## src/rtl/flash_host_pkg.sv

```systemverilog
// Constants, types and timing shared by the flash host controller files
package flash_host_pkg;

  // ==========================================================================
  // Timing
  localparam int CLK_KHZ = 25000;
  localparam int ACCESS_NS = 70;
  localparam int WE_PULSE_NS = 50;
  localparam int RECOV_NS = 40;
  localparam int SUSPEND_US = 20;
  localparam int SYNC_CYC = 2;
  localparam int ACCESS_CYC = (ACCESS_NS * CLK_KHZ + 999999) / 1000000;
  localparam int WE_CYC = (WE_PULSE_NS * CLK_KHZ + 999999) / 1000000;
  localparam int RECOV_CYC = (RECOV_NS * CLK_KHZ + 999999) / 1000000;
  localparam int SUSPEND_CYC = (SUSPEND_US * CLK_KHZ + 999) / 1000;
  localparam logic [3:0] RD_CNT = 4'(ACCESS_CYC + SYNC_CYC - 1);
  localparam logic [3:0] WR_CNT = 4'(WE_CYC - 1);
  localparam logic [3:0] RECOV_CNT = 4'(RECOV_CYC - 1);
  localparam logic [9:0] SUSPEND_CNT = 10'(SUSPEND_CYC - 1);

  // ==========================================================================
  // Flash command addresses and data codes
  localparam logic [20:0] UNLOCK1_ADDR = 21'h000555;
  localparam logic [20:0] UNLOCK2_ADDR = 21'h000AAA;
  localparam logic [20:0] LOCK_FLAG_ADDR = 21'h000080;
  localparam logic [20:0] ANY_ADDR = 21'h000000;
  localparam logic [15:0] UNLOCK1_DATA = 16'h00AA;
  localparam logic [15:0] UNLOCK2_DATA = 16'h0055;
  localparam logic [15:0] CODE_PROGRAM = 16'h00A0;
  localparam logic [15:0] CODE_SUSPEND = 16'h00B0;
  localparam logic [15:0] CODE_RESUME = 16'h0030;
  localparam logic [15:0] CODE_ID_ENTRY = 16'h0090;
  localparam logic [15:0] CODE_ID_EXIT = 16'h00F0;
  localparam logic [15:0] CODE_PROT = 16'h00C0;
  localparam logic [15:0] CODE_CONFIG = 16'h00D0;
  localparam logic [15:0] LOCK_DATA = 16'h0000;

  // Status bit positions on the data bus
  localparam int POLL_BIT = 7;
  localparam int TOGGLE_BIT = 6;
  localparam int TIMEOUT_BIT = 5;
  localparam int SUPPLY_BIT = 3;

  // ==========================================================================
  // Register map (byte offsets) and reset values
  localparam logic [7:0] REG_CTRL = 8'h00;
  localparam logic [7:0] REG_ADDR = 8'h04;
  localparam logic [7:0] REG_WDATA = 8'h08;
  localparam logic [7:0] REG_CFG = 8'h0C;
  localparam logic [7:0] REG_STATUS = 8'h10;
  localparam logic [7:0] REG_RDATA = 8'h14;
  localparam logic METHOD_RESET = 1'b0;
  localparam logic [1:0] SETTING_RESET = 2'h0;

  // ==========================================================================
  // Types
  typedef enum logic [3:0] {
    OP_READ = 4'h0, OP_PROGRAM = 4'h1, OP_SUSPEND = 4'h2, OP_RESUME = 4'h3,
    OP_ID_ENTRY = 4'h4, OP_ID_EXIT = 4'h5, OP_ID_EXIT1 = 4'h6, OP_PROT_PROG = 4'h7,
    OP_PROT_LOCK = 4'h8, OP_LOCK_STATUS = 4'h9, OP_PROT_READ = 4'hA, OP_SET_CONFIG = 4'hB,
    OP_RSV_C = 4'hC, OP_RSV_D = 4'hD, OP_RSV_E = 4'hE, OP_RSV_F = 4'hF
  } op_e;

  typedef enum logic [1:0] {
    M_IDLE = 2'h0, M_ISSUE = 2'h1, M_POLL = 2'h2, M_WAIT = 2'h3
  } main_st_e;

  typedef enum logic [1:0] {
    E_IDLE = 2'h0, E_SETUP = 2'h1, E_STROBE = 2'h2, E_RECOV = 2'h3
  } eng_st_e;

  typedef struct packed {
    logic valid;
    logic we;
    logic [20:0] addr;
    logic [15:0] data;
  } step_s;

endpackage : flash_host_pkg

```

## src/rtl/flash_cyc_if.sv

```systemverilog
// Bus-cycle request channel between the sequencer and the pin engine
interface flash_cyc_if;
  logic req;
  logic we;
  logic [20:0] addr;
  logic [15:0] wdata;
  logic ack;
  logic [15:0] rdata;

  modport master (output req, we, addr, wdata, input ack, rdata);
  modport engine (input req, we, addr, wdata, output ack, rdata);
endinterface : flash_cyc_if

```

## src/rtl/flash_cyc_engine.sv

```systemverilog
// Pin engine: one flash read or write cycle per request
module flash_cyc_engine (
  input wire logic clk,
  input wire logic rst,
  flash_cyc_if.engine cyc,
  output logic [20:0] flash_addr,
  output logic flash_ce_n,
  output logic flash_oe_n,
  output logic flash_we_n,
  output logic [15:0] flash_dq_o,
  output logic flash_dq_oe,
  input wire logic [15:0] flash_dq_i
);

  // ==========================================================================
  // State
  typedef struct packed {
    flash_host_pkg::eng_st_e st;
    logic [3:0] cnt;
    logic we;
    logic [20:0] addr;
    logic [15:0] dq_o;
    logic ce_n;
    logic oe_n;
    logic we_n;
    logic dq_oe;
    logic ack;
    logic [15:0] rdata;
    logic [15:0] sync1;
    logic [15:0] sync2;
  } eng_state_s;

  eng_state_s q;
  eng_state_s d;

  // Next state: setup, strobe, recovery
  always_comb begin
    d = q;
    d.ack = 1'b0;
    d.sync1 = flash_dq_i;
    d.sync2 = q.sync1;
    unique case (q.st)
      flash_host_pkg::E_IDLE: begin
        if (cyc.req && !q.ack) begin
          d.st = flash_host_pkg::E_SETUP;
          d.we = cyc.we;
          d.addr = cyc.addr;
          d.dq_o = cyc.wdata;
          d.ce_n = 1'b0;
          d.dq_oe = cyc.we;
        end
      end
      flash_host_pkg::E_SETUP: begin
        // Write strobe only falls with output enable high and chip select low
        d.st = flash_host_pkg::E_STROBE;
        d.oe_n = q.we;
        d.we_n = !q.we;
        d.cnt = q.we ? flash_host_pkg::WR_CNT : flash_host_pkg::RD_CNT;
      end
      flash_host_pkg::E_STROBE: begin
        if (q.cnt == 4'h0) begin
          d.st = flash_host_pkg::E_RECOV;
          d.rdata = q.sync2;
          d.we_n = 1'b1;
          d.oe_n = 1'b1;
          d.cnt = flash_host_pkg::RECOV_CNT;
        end else begin
          d.cnt = q.cnt - 4'h1;
        end
      end
      flash_host_pkg::E_RECOV: begin
        d.ce_n = 1'b1;
        d.dq_oe = 1'b0;
        if (q.cnt == 4'h0) begin
          d.st = flash_host_pkg::E_IDLE;
          d.ack = 1'b1;
        end else begin
          d.cnt = q.cnt - 4'h1;
        end
      end
    endcase
  end

  // Register the state
  always_ff @(posedge clk) begin
    if (rst) begin
      q <= '{st: flash_host_pkg::E_IDLE, ce_n: 1'b1, oe_n: 1'b1, we_n: 1'b1, default: '0};
    end else begin
      q <= d;
    end
  end

  // Outputs
  assign cyc.ack = q.ack;
  assign cyc.rdata = q.rdata;
  assign flash_addr = q.addr;
  assign flash_ce_n = q.ce_n;
  assign flash_oe_n = q.oe_n;
  assign flash_we_n = q.we_n;
  assign flash_dq_o = q.dq_o;
  assign flash_dq_oe = q.dq_oe;

endmodule : flash_cyc_engine

```

## src/rtl/flash_host_ctrl.sv

```systemverilog
// Wishbone-controlled host sequencer for a parallel NOR flash
// Function
// Wait suspend time after suspend command
// Refuse reads inside suspended program's sector
// Suspend and resume are single write cycles
// Shared suspend and resume codes used
// Identification values same for both entry methods
// Security register has fixed and user halves
// User half written by four-cycle sequence
// Lock sequence drives lock flag zero
// Lock flag read at address 80H
// Security words read after identification entry
// Identification exit after lock or register read
// Completion output low while busy
// No program while output enable low
// Device waits after supply becomes valid
// Device blocks operations after protection voltage
// Status during program under erase suspend
// Timeout error flag on overrun or protection
// Supply fault flag on low protection voltage
// Recheck poll bit after timeout error flag
// Recheck toggle flag after timeout error flag
// Poll at the programmed location
// Status flags during normal program or erase
// Status flags while erase suspended
// Setting 01 needs identification exit after success
// Exit uses F0 data
//
// Decided for this implementation: register access over Wishbone and the placing of the registers.
module flash_host_ctrl (
  input wire logic clk,
  input wire logic rst,
  input wire logic wb_cyc,
  input wire logic wb_stb,
  input wire logic wb_we,
  input wire logic [7:0] wb_adr,
  input wire logic [3:0] wb_sel,
  input wire logic [31:0] wb_dat_w,
  output logic [31:0] wb_dat_r,
  output logic wb_ack,
  output logic [20:0] flash_addr,
  output logic flash_ce_n,
  output logic flash_oe_n,
  output logic flash_we_n,
  output logic [15:0] flash_dq_o,
  output logic flash_dq_oe,
  input wire logic [15:0] flash_dq_i,
  input wire logic flash_ready_busy_n
);

  // ==========================================================================
  // Cycle engine
  flash_cyc_if cyc ();

  flash_cyc_engine u_engine (
    .clk(clk),
    .rst(rst),
    .cyc(cyc.engine),
    .flash_addr(flash_addr),
    .flash_ce_n(flash_ce_n),
    .flash_oe_n(flash_oe_n),
    .flash_we_n(flash_we_n),
    .flash_dq_o(flash_dq_o),
    .flash_dq_oe(flash_dq_oe),
    .flash_dq_i(flash_dq_i)
  );

  // ==========================================================================
  // State
  typedef struct packed {
    flash_host_pkg::main_st_e st;
    flash_host_pkg::op_e op;
    logic [3:0] step;
    logic [20:0] addr;
    logic [15:0] wdata;
    logic method;
    logic [1:0] setting;
    logic busy;
    logic done;
    logic fail;
    logic tmo;
    logic vppf;
    logic refused;
    logic susp;
    logic [9:0] susp_sec;
    logic [15:0] rdata;
    logic [15:0] prev;
    logic have_prev;
    logic recheck;
    logic [9:0] wait_cnt;
    logic req;
    logic c_we;
    logic [20:0] c_addr;
    logic [15:0] c_data;
    logic wb_ack;
    logic [31:0] wb_rd;
    logic rb_sync1;
    logic rb_sync2;
  } ctrl_state_s;

  ctrl_state_s q;
  ctrl_state_s d;
  flash_host_pkg::step_s s;
  logic [15:0] r;
  logic wb_req;
  logic wb_wr;
  logic [31:0] wr_val;
  logic poll_ok;
  logic poll_err;
  logic start;

  // ==========================================================================
  // Functions

  // Sector number: small boot sectors at the bottom, large sectors above
  function automatic logic [9:0] sector_of(logic [20:0] a);
    if (a[20:15] == 6'h00) begin
      sector_of = {7'h00, a[14:12]};
    end else begin
      sector_of = {4'h8, a[20:15]};
    end
  endfunction : sector_of

  // Byte-lane merge for Wishbone writes
  function automatic logic [31:0] merge(logic [31:0] old, logic [31:0] nw, logic [3:0] sel);
    for (int i = 0; i < 4; i++) begin
      old[i*8 +: 8] = sel[i] ? nw[i*8 +: 8] : old[i*8 +: 8];
    end
    merge = old;
  endfunction : merge

  // Bus cycle for a step of a command sequence; valid low when it has ended
  function automatic flash_host_pkg::step_s cmd_step(flash_host_pkg::op_e op, logic [3:0] st,
                                                     logic [20:0] a, logic [15:0] dt);
    flash_host_pkg::step_s c;
    logic [15:0] code;
    c = '{valid: 1'b0, we: 1'b1, addr: flash_host_pkg::ANY_ADDR, data: 16'h0000};
    code = flash_host_pkg::CODE_ID_EXIT;
    unique case (op)
      flash_host_pkg::OP_PROGRAM: code = flash_host_pkg::CODE_PROGRAM;
      flash_host_pkg::OP_ID_ENTRY, flash_host_pkg::OP_LOCK_STATUS,
      flash_host_pkg::OP_PROT_READ: code = flash_host_pkg::CODE_ID_ENTRY;
      flash_host_pkg::OP_PROT_PROG, flash_host_pkg::OP_PROT_LOCK: code = flash_host_pkg::CODE_PROT;
      flash_host_pkg::OP_SET_CONFIG: code = flash_host_pkg::CODE_CONFIG;
      default: code = flash_host_pkg::CODE_ID_EXIT;
    endcase
    unique case (op)
      flash_host_pkg::OP_READ: begin
        c = '{valid: (st == 4'h0), we: 1'b0, addr: a, data: 16'h0000};
      end
      flash_host_pkg::OP_SUSPEND: begin
        c.valid = (st == 4'h0);
        c.data = flash_host_pkg::CODE_SUSPEND;
      end
      flash_host_pkg::OP_RESUME: begin
        c.valid = (st == 4'h0);
        c.data = flash_host_pkg::CODE_RESUME;
      end
      flash_host_pkg::OP_ID_EXIT1: begin
        c.valid = (st == 4'h0);
        c.data = flash_host_pkg::CODE_ID_EXIT;
      end
      flash_host_pkg::OP_RSV_C, flash_host_pkg::OP_RSV_D, flash_host_pkg::OP_RSV_E,
      flash_host_pkg::OP_RSV_F: begin
        c.valid = 1'b0;
      end
      default: begin
        unique case (st)
          4'h0: c = '{valid: 1'b1, we: 1'b1, addr: flash_host_pkg::UNLOCK1_ADDR,
                      data: flash_host_pkg::UNLOCK1_DATA};
          4'h1: c = '{valid: 1'b1, we: 1'b1, addr: flash_host_pkg::UNLOCK2_ADDR,
                      data: flash_host_pkg::UNLOCK2_DATA};
          4'h2: c = '{valid: 1'b1, we: 1'b1, addr: flash_host_pkg::UNLOCK1_ADDR, data: code};
          4'h3: begin
            unique case (op)
              flash_host_pkg::OP_PROGRAM, flash_host_pkg::OP_PROT_PROG: begin
                c = '{valid: 1'b1, we: 1'b1, addr: a, data: dt};
              end
              flash_host_pkg::OP_PROT_LOCK: begin
                c = '{valid: 1'b1, we: 1'b1, addr: flash_host_pkg::LOCK_FLAG_ADDR,
                      data: flash_host_pkg::LOCK_DATA};
              end
              flash_host_pkg::OP_LOCK_STATUS: begin
                c = '{valid: 1'b1, we: 1'b0, addr: flash_host_pkg::LOCK_FLAG_ADDR,
                      data: 16'h0000};
              end
              flash_host_pkg::OP_PROT_READ: begin
                c = '{valid: 1'b1, we: 1'b0, addr: a, data: 16'h0000};
              end
              flash_host_pkg::OP_SET_CONFIG: begin
                c = '{valid: 1'b1, we: 1'b1, addr: flash_host_pkg::ANY_ADDR,
                      data: {14'h0000, dt[1:0]}};
              end
              default: c.valid = 1'b0;
            endcase
          end
          default: c.valid = 1'b0;
        endcase
      end
    endcase
    cmd_step = c;
  endfunction : cmd_step

  // ==========================================================================
  // Decode helpers
  assign wb_req = wb_cyc && wb_stb && !q.wb_ack;
  assign wb_wr = wb_cyc && wb_stb && wb_we && q.wb_ack;
  assign start = wb_wr && (wb_adr == flash_host_pkg::REG_CTRL) && !q.busy;
  assign s = cmd_step(q.op, q.step, q.addr, q.wdata);
  assign r = cyc.rdata;

  // Poll decision: data polling or toggle comparison
  always_comb begin
    poll_err = r[flash_host_pkg::TIMEOUT_BIT] || r[flash_host_pkg::SUPPLY_BIT];
    if (q.method) begin
      poll_ok = q.have_prev && (r[flash_host_pkg::TOGGLE_BIT] == q.prev[flash_host_pkg::TOGGLE_BIT]);
    end else if (q.setting == 2'h0) begin
      poll_ok = (r[flash_host_pkg::POLL_BIT] ==
                 ((q.op == flash_host_pkg::OP_PROT_LOCK) ? flash_host_pkg::LOCK_DATA[7] :
                  q.wdata[flash_host_pkg::POLL_BIT]));
    end else begin
      poll_ok = r[flash_host_pkg::POLL_BIT];
    end
  end

  // Wishbone read data mux
  always_comb begin
    wr_val = 32'h00000000;
    unique case (wb_adr)
      flash_host_pkg::REG_CTRL: wr_val = {28'h0000000, q.op};
      flash_host_pkg::REG_ADDR: wr_val = {11'h000, q.addr};
      flash_host_pkg::REG_WDATA: wr_val = {16'h0000, q.wdata};
      flash_host_pkg::REG_CFG: wr_val = {31'h00000000, q.method};
      flash_host_pkg::REG_STATUS: wr_val = {22'h000000, q.setting, q.rb_sync2, q.susp,
                                           q.refused, q.vppf, q.tmo, q.fail, q.done, q.busy};
      flash_host_pkg::REG_RDATA: wr_val = {16'h0000, q.rdata};
      default: wr_val = 32'h00000000;
    endcase
  end

  // Next state: register writes and command sequencing
  always_comb begin
    d = q;
    d.wb_ack = wb_req;
    d.rb_sync1 = flash_ready_busy_n;
    d.rb_sync2 = q.rb_sync1;
    if (wb_req) begin
      d.wb_rd = wr_val;
    end
    if (wb_wr && !q.busy) begin
      unique case (wb_adr)
        flash_host_pkg::REG_ADDR: d.addr = 21'(merge({11'h000, q.addr}, wb_dat_w, wb_sel));
        flash_host_pkg::REG_WDATA: d.wdata = 16'(merge({16'h0000, q.wdata}, wb_dat_w, wb_sel));
        flash_host_pkg::REG_CFG: begin
          if (wb_sel[0]) begin
            d.method = wb_dat_w[0];
          end
        end
        default: begin
        end
      endcase
    end
    unique case (q.st)
      flash_host_pkg::M_IDLE: begin
        if (start && wb_sel[0]) begin
          d.op = flash_host_pkg::op_e'(wb_dat_w[3:0]);
          d.done = 1'b0;
          d.fail = 1'b0;
          d.tmo = 1'b0;
          d.vppf = 1'b0;
          d.refused = 1'b0;
          d.step = 4'h0;
          if ((wb_dat_w[3:0] == flash_host_pkg::OP_READ) && q.susp &&
              (sector_of(q.addr) == q.susp_sec)) begin
            d.refused = 1'b1;
            d.done = 1'b1;
          end else begin
            d.busy = 1'b1;
            d.st = flash_host_pkg::M_ISSUE;
          end
        end
      end
      flash_host_pkg::M_ISSUE: begin
        if (q.req) begin
          if (cyc.ack) begin
            d.req = 1'b0;
            d.step = q.step + 4'h1;
            if (!q.c_we) begin
              d.rdata = r;
            end
          end
        end else if (s.valid) begin
          d.req = 1'b1;
          d.c_we = s.we;
          d.c_addr = s.addr;
          d.c_data = s.data;
        end else begin
          d.busy = 1'b0;
          d.done = 1'b1;
          d.st = flash_host_pkg::M_IDLE;
          unique case (q.op)
            flash_host_pkg::OP_PROGRAM, flash_host_pkg::OP_PROT_PROG,
            flash_host_pkg::OP_PROT_LOCK: begin
              d.busy = 1'b1;
              d.done = 1'b0;
              d.st = flash_host_pkg::M_POLL;
              d.have_prev = 1'b0;
              d.recheck = 1'b0;
            end
            flash_host_pkg::OP_SUSPEND: begin
              d.busy = 1'b1;
              d.done = 1'b0;
              d.st = flash_host_pkg::M_WAIT;
              d.wait_cnt = flash_host_pkg::SUSPEND_CNT;
              d.susp = 1'b1;
            end
            flash_host_pkg::OP_RESUME: d.susp = 1'b0;
            flash_host_pkg::OP_SET_CONFIG: d.setting = q.wdata[1:0];
            flash_host_pkg::OP_LOCK_STATUS, flash_host_pkg::OP_PROT_READ: begin
              d.busy = 1'b1;
              d.done = 1'b0;
              d.op = flash_host_pkg::OP_ID_EXIT;
              d.step = 4'h0;
              d.st = flash_host_pkg::M_ISSUE;
            end
            default: begin
            end
          endcase
        end
      end
      flash_host_pkg::M_POLL: begin
        if (!q.req) begin
          d.req = 1'b1;
          d.c_we = 1'b0;
          d.c_addr = (q.op == flash_host_pkg::OP_PROT_LOCK) ? flash_host_pkg::LOCK_FLAG_ADDR :
                     q.addr;
        end else if (cyc.ack) begin
          d.req = 1'b0;
          d.rdata = r;
          d.prev = r;
          d.have_prev = 1'b1;
          if (poll_ok || q.recheck) begin
            // Success, or a recheck that still shows busy is a failure
            d.fail = !poll_ok;
            d.susp_sec = sector_of(q.addr);
            d.step = 4'h0;
            if (!poll_ok || (q.setting != 2'h0)) begin
              d.op = flash_host_pkg::OP_ID_EXIT;
              d.st = flash_host_pkg::M_ISSUE;
            end else begin
              d.busy = 1'b0;
              d.done = 1'b1;
              d.st = flash_host_pkg::M_IDLE;
            end
          end else if (poll_err && (!q.method || q.have_prev)) begin
            d.recheck = 1'b1;
            d.tmo = r[flash_host_pkg::TIMEOUT_BIT];
            d.vppf = r[flash_host_pkg::SUPPLY_BIT];
          end
        end
      end
      flash_host_pkg::M_WAIT: begin
        if (q.wait_cnt == 10'h000) begin
          d.busy = 1'b0;
          d.done = 1'b1;
          d.st = flash_host_pkg::M_IDLE;
        end else begin
          d.wait_cnt = q.wait_cnt - 10'h001;
        end
      end
    endcase
  end

  // Register the state
  always_ff @(posedge clk) begin
    if (rst) begin
      q <= '{st: flash_host_pkg::M_IDLE, op: flash_host_pkg::OP_READ,
             method: flash_host_pkg::METHOD_RESET, setting: flash_host_pkg::SETTING_RESET,
             rb_sync1: 1'b1, rb_sync2: 1'b1, default: '0};
    end else begin
      q <= d;
    end
  end

  // Outputs
  assign cyc.req = q.req;
  assign cyc.we = q.c_we;
  assign cyc.addr = q.c_addr;
  assign cyc.wdata = q.c_data;
  assign wb_ack = q.wb_ack;
  assign wb_dat_r = q.wb_rd;

endmodule : flash_host_ctrl

```

## config.mk

```make
export PLATFORM = sky130hd
export DESIGN_NAME = flash_host_ctrl
export DESIGN_NICKNAME = d
export VERILOG_FILES = /design/src/rtl/flash_host_pkg.sv /design/src/rtl/flash_cyc_if.sv /design/src/rtl/flash_cyc_engine.sv /design/src/rtl/flash_host_ctrl.sv
export SDC_FILE = /design/constraint.sdc
export NUM_CORES = 1
export LEC_CHECK = 0
export BUFFER_PORTS_ARGS = -buffer_cell sky130_fd_sc_hd__buf_2
export CAP_MARGIN = 20
export CORE_UTILIZATION = 35
export CTS_CLUSTER_DIAMETER = 150
export DETAILED_ROUTE_END_ITERATION = 7
export PLACE_DENSITY = 0.57
export SLEW_MARGIN = 20
export SYNTH_ARGS = -nofsm -noshare
export SYNTH_HDL_FRONTEND = slang
export SYNTH_HIERARCHICAL = 1
export SYNTH_SLANG_ARGS = --single-unit
```

## constraint.sdc

```tcl
create_clock -name clk -period 3.86 [get_ports clk]
set_clock_uncertainty 0.2 [all_clocks]
set_input_delay 0.772 -clock clk [delete_from_list [all_inputs] [get_ports clk]]
set_output_delay 0.772 -clock clk [all_outputs]
set_load 0.02 [all_outputs]
```

==> run metrics, run 1 <==
YS warnings 6; Crit path required time 4.06 ns; Static Leak 0.00489 uW; worst r2r src q[182]; initial DRC count 845; wire per inst 17.3 microns; Worst Setup Path Type reg2reg; Sequential Area 5060 sq um; r2r endpoint cyc.addr[6]; Hold Fails Final Rpt 0; CP max FO 21; syn_area_per_cell 8.55 sq um; dominant synthesized flop cell dfxtp_1; Worst Hold Endpoint d[0]; Final nets 1,483; slack of the critical path 0.644 ns; PwrDens 414 nW/um^2; Hold Crit Depth 2; die height 185 microns; HPWL Detailed 23,700 microns; RePlAce Congestion 0.901; CTS tree yes; pre-CTS WS 0.533 ns; critical path startpoint category flop; Psw 1210 uW; endpoint type of the worst setup path flop; Yosys reg bits 253; latest clock arrival within the worst-skew pair 0.58 ns; register area share after synthesis 0.431; final-layout fill cell count 3,361; ANT cells 0; status completed; worst ir drop on vdd 0.365 mV; total grt overflow 0; # IOs 140; DRC 0; Cell Rows 66; Comb pwr share 0.029; min Tclk post-route 3.22 ns; Syn Inst Count 1,374; Die X 185 microns; number of max-cap violations 0; Via density 5.16; sw frac 0.222; hold slack 0.185 ns; most frequent cells in the layout dfxtp_1, nand2_1, nor2_1, buf_2, a21oi_1; commonest non-fill, non-tap cell in the layout dfxtp_1; die area 34,300 sq um; distinct cell type count after synthesis 85; first-pass GRT wire length 50,300 microns; Area Overhead vs Synth 12.5%; Post-CTS Repair Setup Buffers 0; Global Route Usage Sum 0.187; hold_sp flash_ready_busy_n; CTS sink cnt 253; clock root cell clkbuf_16; Worst EP arrival 3.41 ns; clock slew seen by the registers of the worst setup and hold paths 0.07 ns; drt pass-1 iters 5; Hold-fix buffers, CTS 0; Crit path buffers/inverters 0; part of the power in the clock network 0.489; sequential power share 0.481; CP max-delay cell dfxtp_1; H-tree levels 1; DR vias 9,617; initial antenna violation count 0; unrepaired setup endpoints after global routing no; area of the multi-input gates 5640 sq um; CTS resizes 0; fin crit share 0.833; Routed WL 32,300 microns; R2R setup slack 0.64 ns; P_int 4270 uW; initial core utilization 0.358; vias in the first global route 8,805; Async SR Flop Fraction 0; largest net degree at the start of global routing 83; Peak Freq 311 MHz; Setup crit start q[182]; Crit path largest cell delay 0.76 ns; PortBufs 116; total core area 32,800 sq um; Final setup viols 0; max-slew violations 0; Reg2Reg Depth 6; ratio of cells with drive above 1 in the final layout 0.163; Post-synth EDFFs 0; Slew @ Worst Pin 0.959 ns; HP Class in2reg; Max clock buf depth 3; TritonCTS buffer count 28; Top delay family on crit path compound AO/OA/AOI/OAI gates; total negative slack 0 ns; Slew headroom 0.360; Post-Syn Area 11,800 sq um; CP Cell Sequence nor2b_1, o21ai_1, o211a_1, o41a_1, a31oi_2, a211oi_1; ANT nets after route 0
[worst max path at each step]
| stage | slack, ns | depth (start not counted) | to |
|---|---|---|---|
| after floorplan | 0.78 | 6 | q[178] |
| final | 0.64 | 6 | cyc.addr[6] |
| after CTS | 0.73 | 7 | cyc.wdata[2] |
| after global routing | 0.47 | 7 | cyc.addr[7] |
| after detailed placement | 0.53 | 7 | q[176] |
| after global placement | 0.54 | 7 | q[175] |
[logic make-up (layout without fill, tap and decap cells)]
kind of cell,count (synthesis),in the layout,synth area share
XOR/XNOR,15,15,0.0112
AO/OA/AOI/OAI,292,292,0.168
other,1,11,0.000319
buffers and inverters,200,236,0.0936
adder cells (fa/ha/maj),16,16,0.0170
flip-flops,253,253,0.431
AND/OR/NAND/NOR,527,527,0.219
multiplexers,70,70,0.0599
[through the flow]
step | cells | cell area (sq um) | power (uW) | utilization
after global routing | 1862 | 13200 | 5660 | 0.403
after CTS | 1862 | 13200 | 5540 | 0.403
final | 1862 | 13200 | 5480 | 0.403
after floorplan | 1384 | 11800 | 2800 | -
after detailed placement | 1813 | 12300 | 2860 | 0.375
after global placement | 1813 | 12300 | 2860 | 0.375
[power groups by stage]
| stage | combinational [uW] | clock [uW] | sequential (uW) |
|---|---|---|---|
| 2_1_floorplan | 101 | 0 | 2690 |
| 3_3_place_gp | 159 | 0 | 2700 |
| 3_5_place_dp | 161 | 0 | 2700 |
| 4_1_cts | 161 | 2740 | 2640 |
| 5_1_grt | 175 | 2840 | 2640 |
| 6_report | 159 | 2680 | 2640 |
[registers in the layout, summed over array words and instances, names as in the netlist, 16 cells and up]
name and count:
q 94, u_engine/d 16, u_engine/cyc.rdata 16, u_engine/q 23, u_engine/flash_addr 21, cyc.wdata 16, cyc.addr 21, wb_dat_r 21
u_engine/flash_dq_o 16
[synthesized netlist by cell type, types with 4 or more instances]
cell	number	area, sq um
o32ai_1	4	35.0
buf_2	17	85.1
nor2_1	115	432
dfxtp_1	253	5060
ha_1	16	200
a31oi_1	10	62.6
or4_1	8	60.1
clkbuf_1	63	236
nor4_1	10	62.6
buf_4	87	653
a21oi_1	110	551
mux2i_1	67	671
nand4_1	12	75.1
nand3b_1	7	52.6
a22oi_1	27	203
and3_1	7	43.8
a22o_1	11	96.3
o211ai_1	4	30.0
nor2b_1	47	294
or2_2	4	25.0
a311oi_1	13	114
or3_1	6	37.5
o21a_1	7	52.6
inv_1	29	109
nand2_1	201	754
a211oi_1	17	128
nand3_1	29	145
o21ai_1	4	20.0
o21ai_0	22	110
nand2b_1	16	100
nor3_1	27	135
xor2_1	12	105
nor3b_1	7	52.6
a21o_1	10	75.1
and3b_1	4	35.0
o31ai_1	9	67.6
[metal layers]
metal  vias to the layer above  GRT usage  share of wire
li1                       4758          -              -
met1                      4488      0.268           0.48
met2                       310      0.282           0.42
met3                        61     0.0289          0.063
met4                         0     0.0671          0.036
met5                         -          0              0
[area by class of cell]
| class | count | share of cell area |
|---|---|---|
| clock buffers | 38 | 0.0604 |
| repair buffers | 157 | 0.0695 |
| flip-flops and latches | 253 | 0.383 |
| multi-input cells | 931 | 0.426 |
| inverters | 30 | 0.00851 |
| clock inverters | 11 | 0.0104 |
| well taps | 442 | 0.0418 |
Power figures use the tool's default switching activity.
==> run 2: changes to the inputs <==
Settings changed: ABC_AREA set to 1, PLACE_DENSITY 0.57 to 0.58.
Clock period 3.86 ns to 2.95 ns, I/O delays scaled along.
==> run metrics, run 2 <==
Slew headroom 0.566; CTS sink cnt 253; distinct cell type count after synthesis 45; Via density 4.87; worst ir drop on vdd 0.422 mV; register area share after synthesis 0.428; endpoint type of the worst setup path flop; CTS tree yes; Cell Rows 66; initial core utilization 0.360; Hold Fails Final Rpt 0; DR vias 10,495; leading registers by flop count q (94), u_engine/q (23); top cell types by occurrence after synthesis nand2_1, dfxtp_1, nor2_1; total negative slack 0 ns; CTS resizes 0; top-count cell post-synth nand2_1; HPWL Detailed 24,800 microns; Final Util 0.405; Routed WL 33,300 microns; drt pass-1 iters 7; Synth area leader dfxtp_1; Synth Area in XOR/XNOR 0.00370; Die X 186 microns; number of max-cap violations 0; Global Route Usage Sum 0.192; total grt overflow 0; final-layout fill cell count 3,538; complex-gate fraction of the synthesized area 0.168; Post-Syn Area 11,800 sq um; status completed; CP max FO 9; H-tree levels 1; latest clock arrival within the worst-skew pair 0.55 ns; Worst Setup Path Type reg2reg; # IOs 140; syn_area_per_cell 7.15 sq um; most frequent cells in the layout nand2_1, dfxtp_1, nor2_1, a21oi_1, inv_1; max-slew violations 0; RePlAce Congestion 0.927; Worst EP arrival 2.88 ns; unrepaired setup endpoints after global routing no; critical path startpoint category flop; top post-synthesis cells by area dfxtp_1, nand2_1, a21oi_1; Top reg by flops q; die area 34,500 sq um; post-synthesis simple-gate area fraction 0.243; Post-CTS Repair Setup Buffers 0; Sequential Area 5060 sq um; dominant synthesized flop cell dfxtp_1; PwrDens 580 nW/um^2; Final setup viols 0; Area Overhead vs Synth 12.7%; min Tclk post-route 2.61 ns; wire per inst 15.5 microns; ANT nets after route 0; initial DRC count 850; YS warnings 6; vias in the first global route 9,450; Peak Freq 383 MHz; ratio of cells with drive above 1 in the final layout 0.147; Largest register FFs 94; Crit path required time 3.22 ns; TritonCTS buffer count 29; HP Class in2reg; Static Leak 0.00558 uW; PortBufs 116; Hold-fix buffers, CTS 0; DRC 0; Post-synth EDFFs 0; Slew @ Worst Pin 0.650 ns; largest net degree at the start of global routing 114; total core area 32,900 sq um; commonest non-fill, non-tap cell in the layout nand2_1; die height 186 microns; main combinational cell family by area after synthesis simple AND/OR/NAND/NOR gates; clock root cell clkbuf_16; first-pass GRT wire length 51,700 microns; Async SR Flop Fraction 0; Syn Inst Count 1,653; clock slew seen by the registers of the worst setup and hold paths 0.06 ns; top cell type's share of synthesized area 0.428; fin crit share 0.886; mux cell area share after synthesis 0; area of the multi-input gates 5150 sq um; Adder-Cell Fraction of Synth Area 0.0169; Yosys reg bits 253; Final nets 1,775; initial antenna violation count 1; Max clock buf depth 3
## run 2: cell count changes in the layout (fill, tap and decap cells not counted), sizes merged, moves of 16 or more
cell,before,now
o21ai,26,147
nand2,201,319
nand3,29,98
nand2b,16,0
mux2i,67,0
inv,29,184
nor3,30,8
nor2,116,197
a22oi,27,1
a21oi,110,181
nor2b,47,0
## run 2: cell type report
type                    count  area share
flip-flops and latches    253       0.380
clock buffers              36      0.0594
diodes                      1    0.000188
multi-input cells        1069       0.386
repair buffers            153      0.0674
inverters                 187      0.0527
clock inverters            13      0.0122
well taps                 442      0.0415
## run 2: worst paths after layout
path | cells after the start | slack, ns | endpoint | start
setup / recovery | 13 | 0.34 | cyc.addr[17] | q[179]
hold / removal | 2 | 0.04 | d[0] | flash_ready_busy_n
setup reg to reg | 13 | 0.34 | cyc.addr[17] | q[179]
hold reg to reg | 2 | 0.20 | u_engine/q[0] | u_engine/d[0]
## run 2: critical path: stages (launching register included)
cell	delay (ns)
dfxtp_1	0.52
nor2_2	0.11
nand2_2	0.19
inv_2	0.13
nor2_8	0.18
inv_2	0.05
nand2_2	0.08
nand2_4	0.09
nor2_2	0.29
inv_2	0.17
o32ai_1	0.17
buf_4	0.20
nor2_1	0.05
nor2_1	0.09
## run 2: stage by stage
stage	setup WS [ns]	hold WS (ns)	power, uW	instances	area [sq um]
2_1_floorplan	0.617	0.188	4050	1663	11900
3_3_place_gp	0.292	0.192	4180	2104	12400
3_5_place_dp	0.260	0.192	4200	2104	12400
4_1_cts	0.353	0.0160	7810	2153	13300
5_1_grt	0.0711	0.0411	8050	2154	13300
6_report	0.337	0.0397	7730	2154	13300
## run 2: cell families after synthesis
group	count (synthesis)
AO/OA/AOI/OAI	376
adder cells (fa/ha/maj)	16
XOR/XNOR	5
other	1
buffers and inverters	341
AND/OR/NAND/NOR	661
flip-flops	253
## run 2: metal layers
metal	share of wire	track usage	up-vias	wire length (microns)
met5	0	0	-	0
met4	0.036	0.0692	0	1180
met3	0.053	0.0239	56	1780
met2	0.43	0.302	306	14400
met1	0.48	0.267	4787	16000
li1	-	-	5346	-
## run 2: where the power goes
part | switching (uW) | internal (uW)
Combinational | 377 | 199
Clock | 1450 | 2160
Sequential | 46.4 | 3500
Total | 1880 | 5850
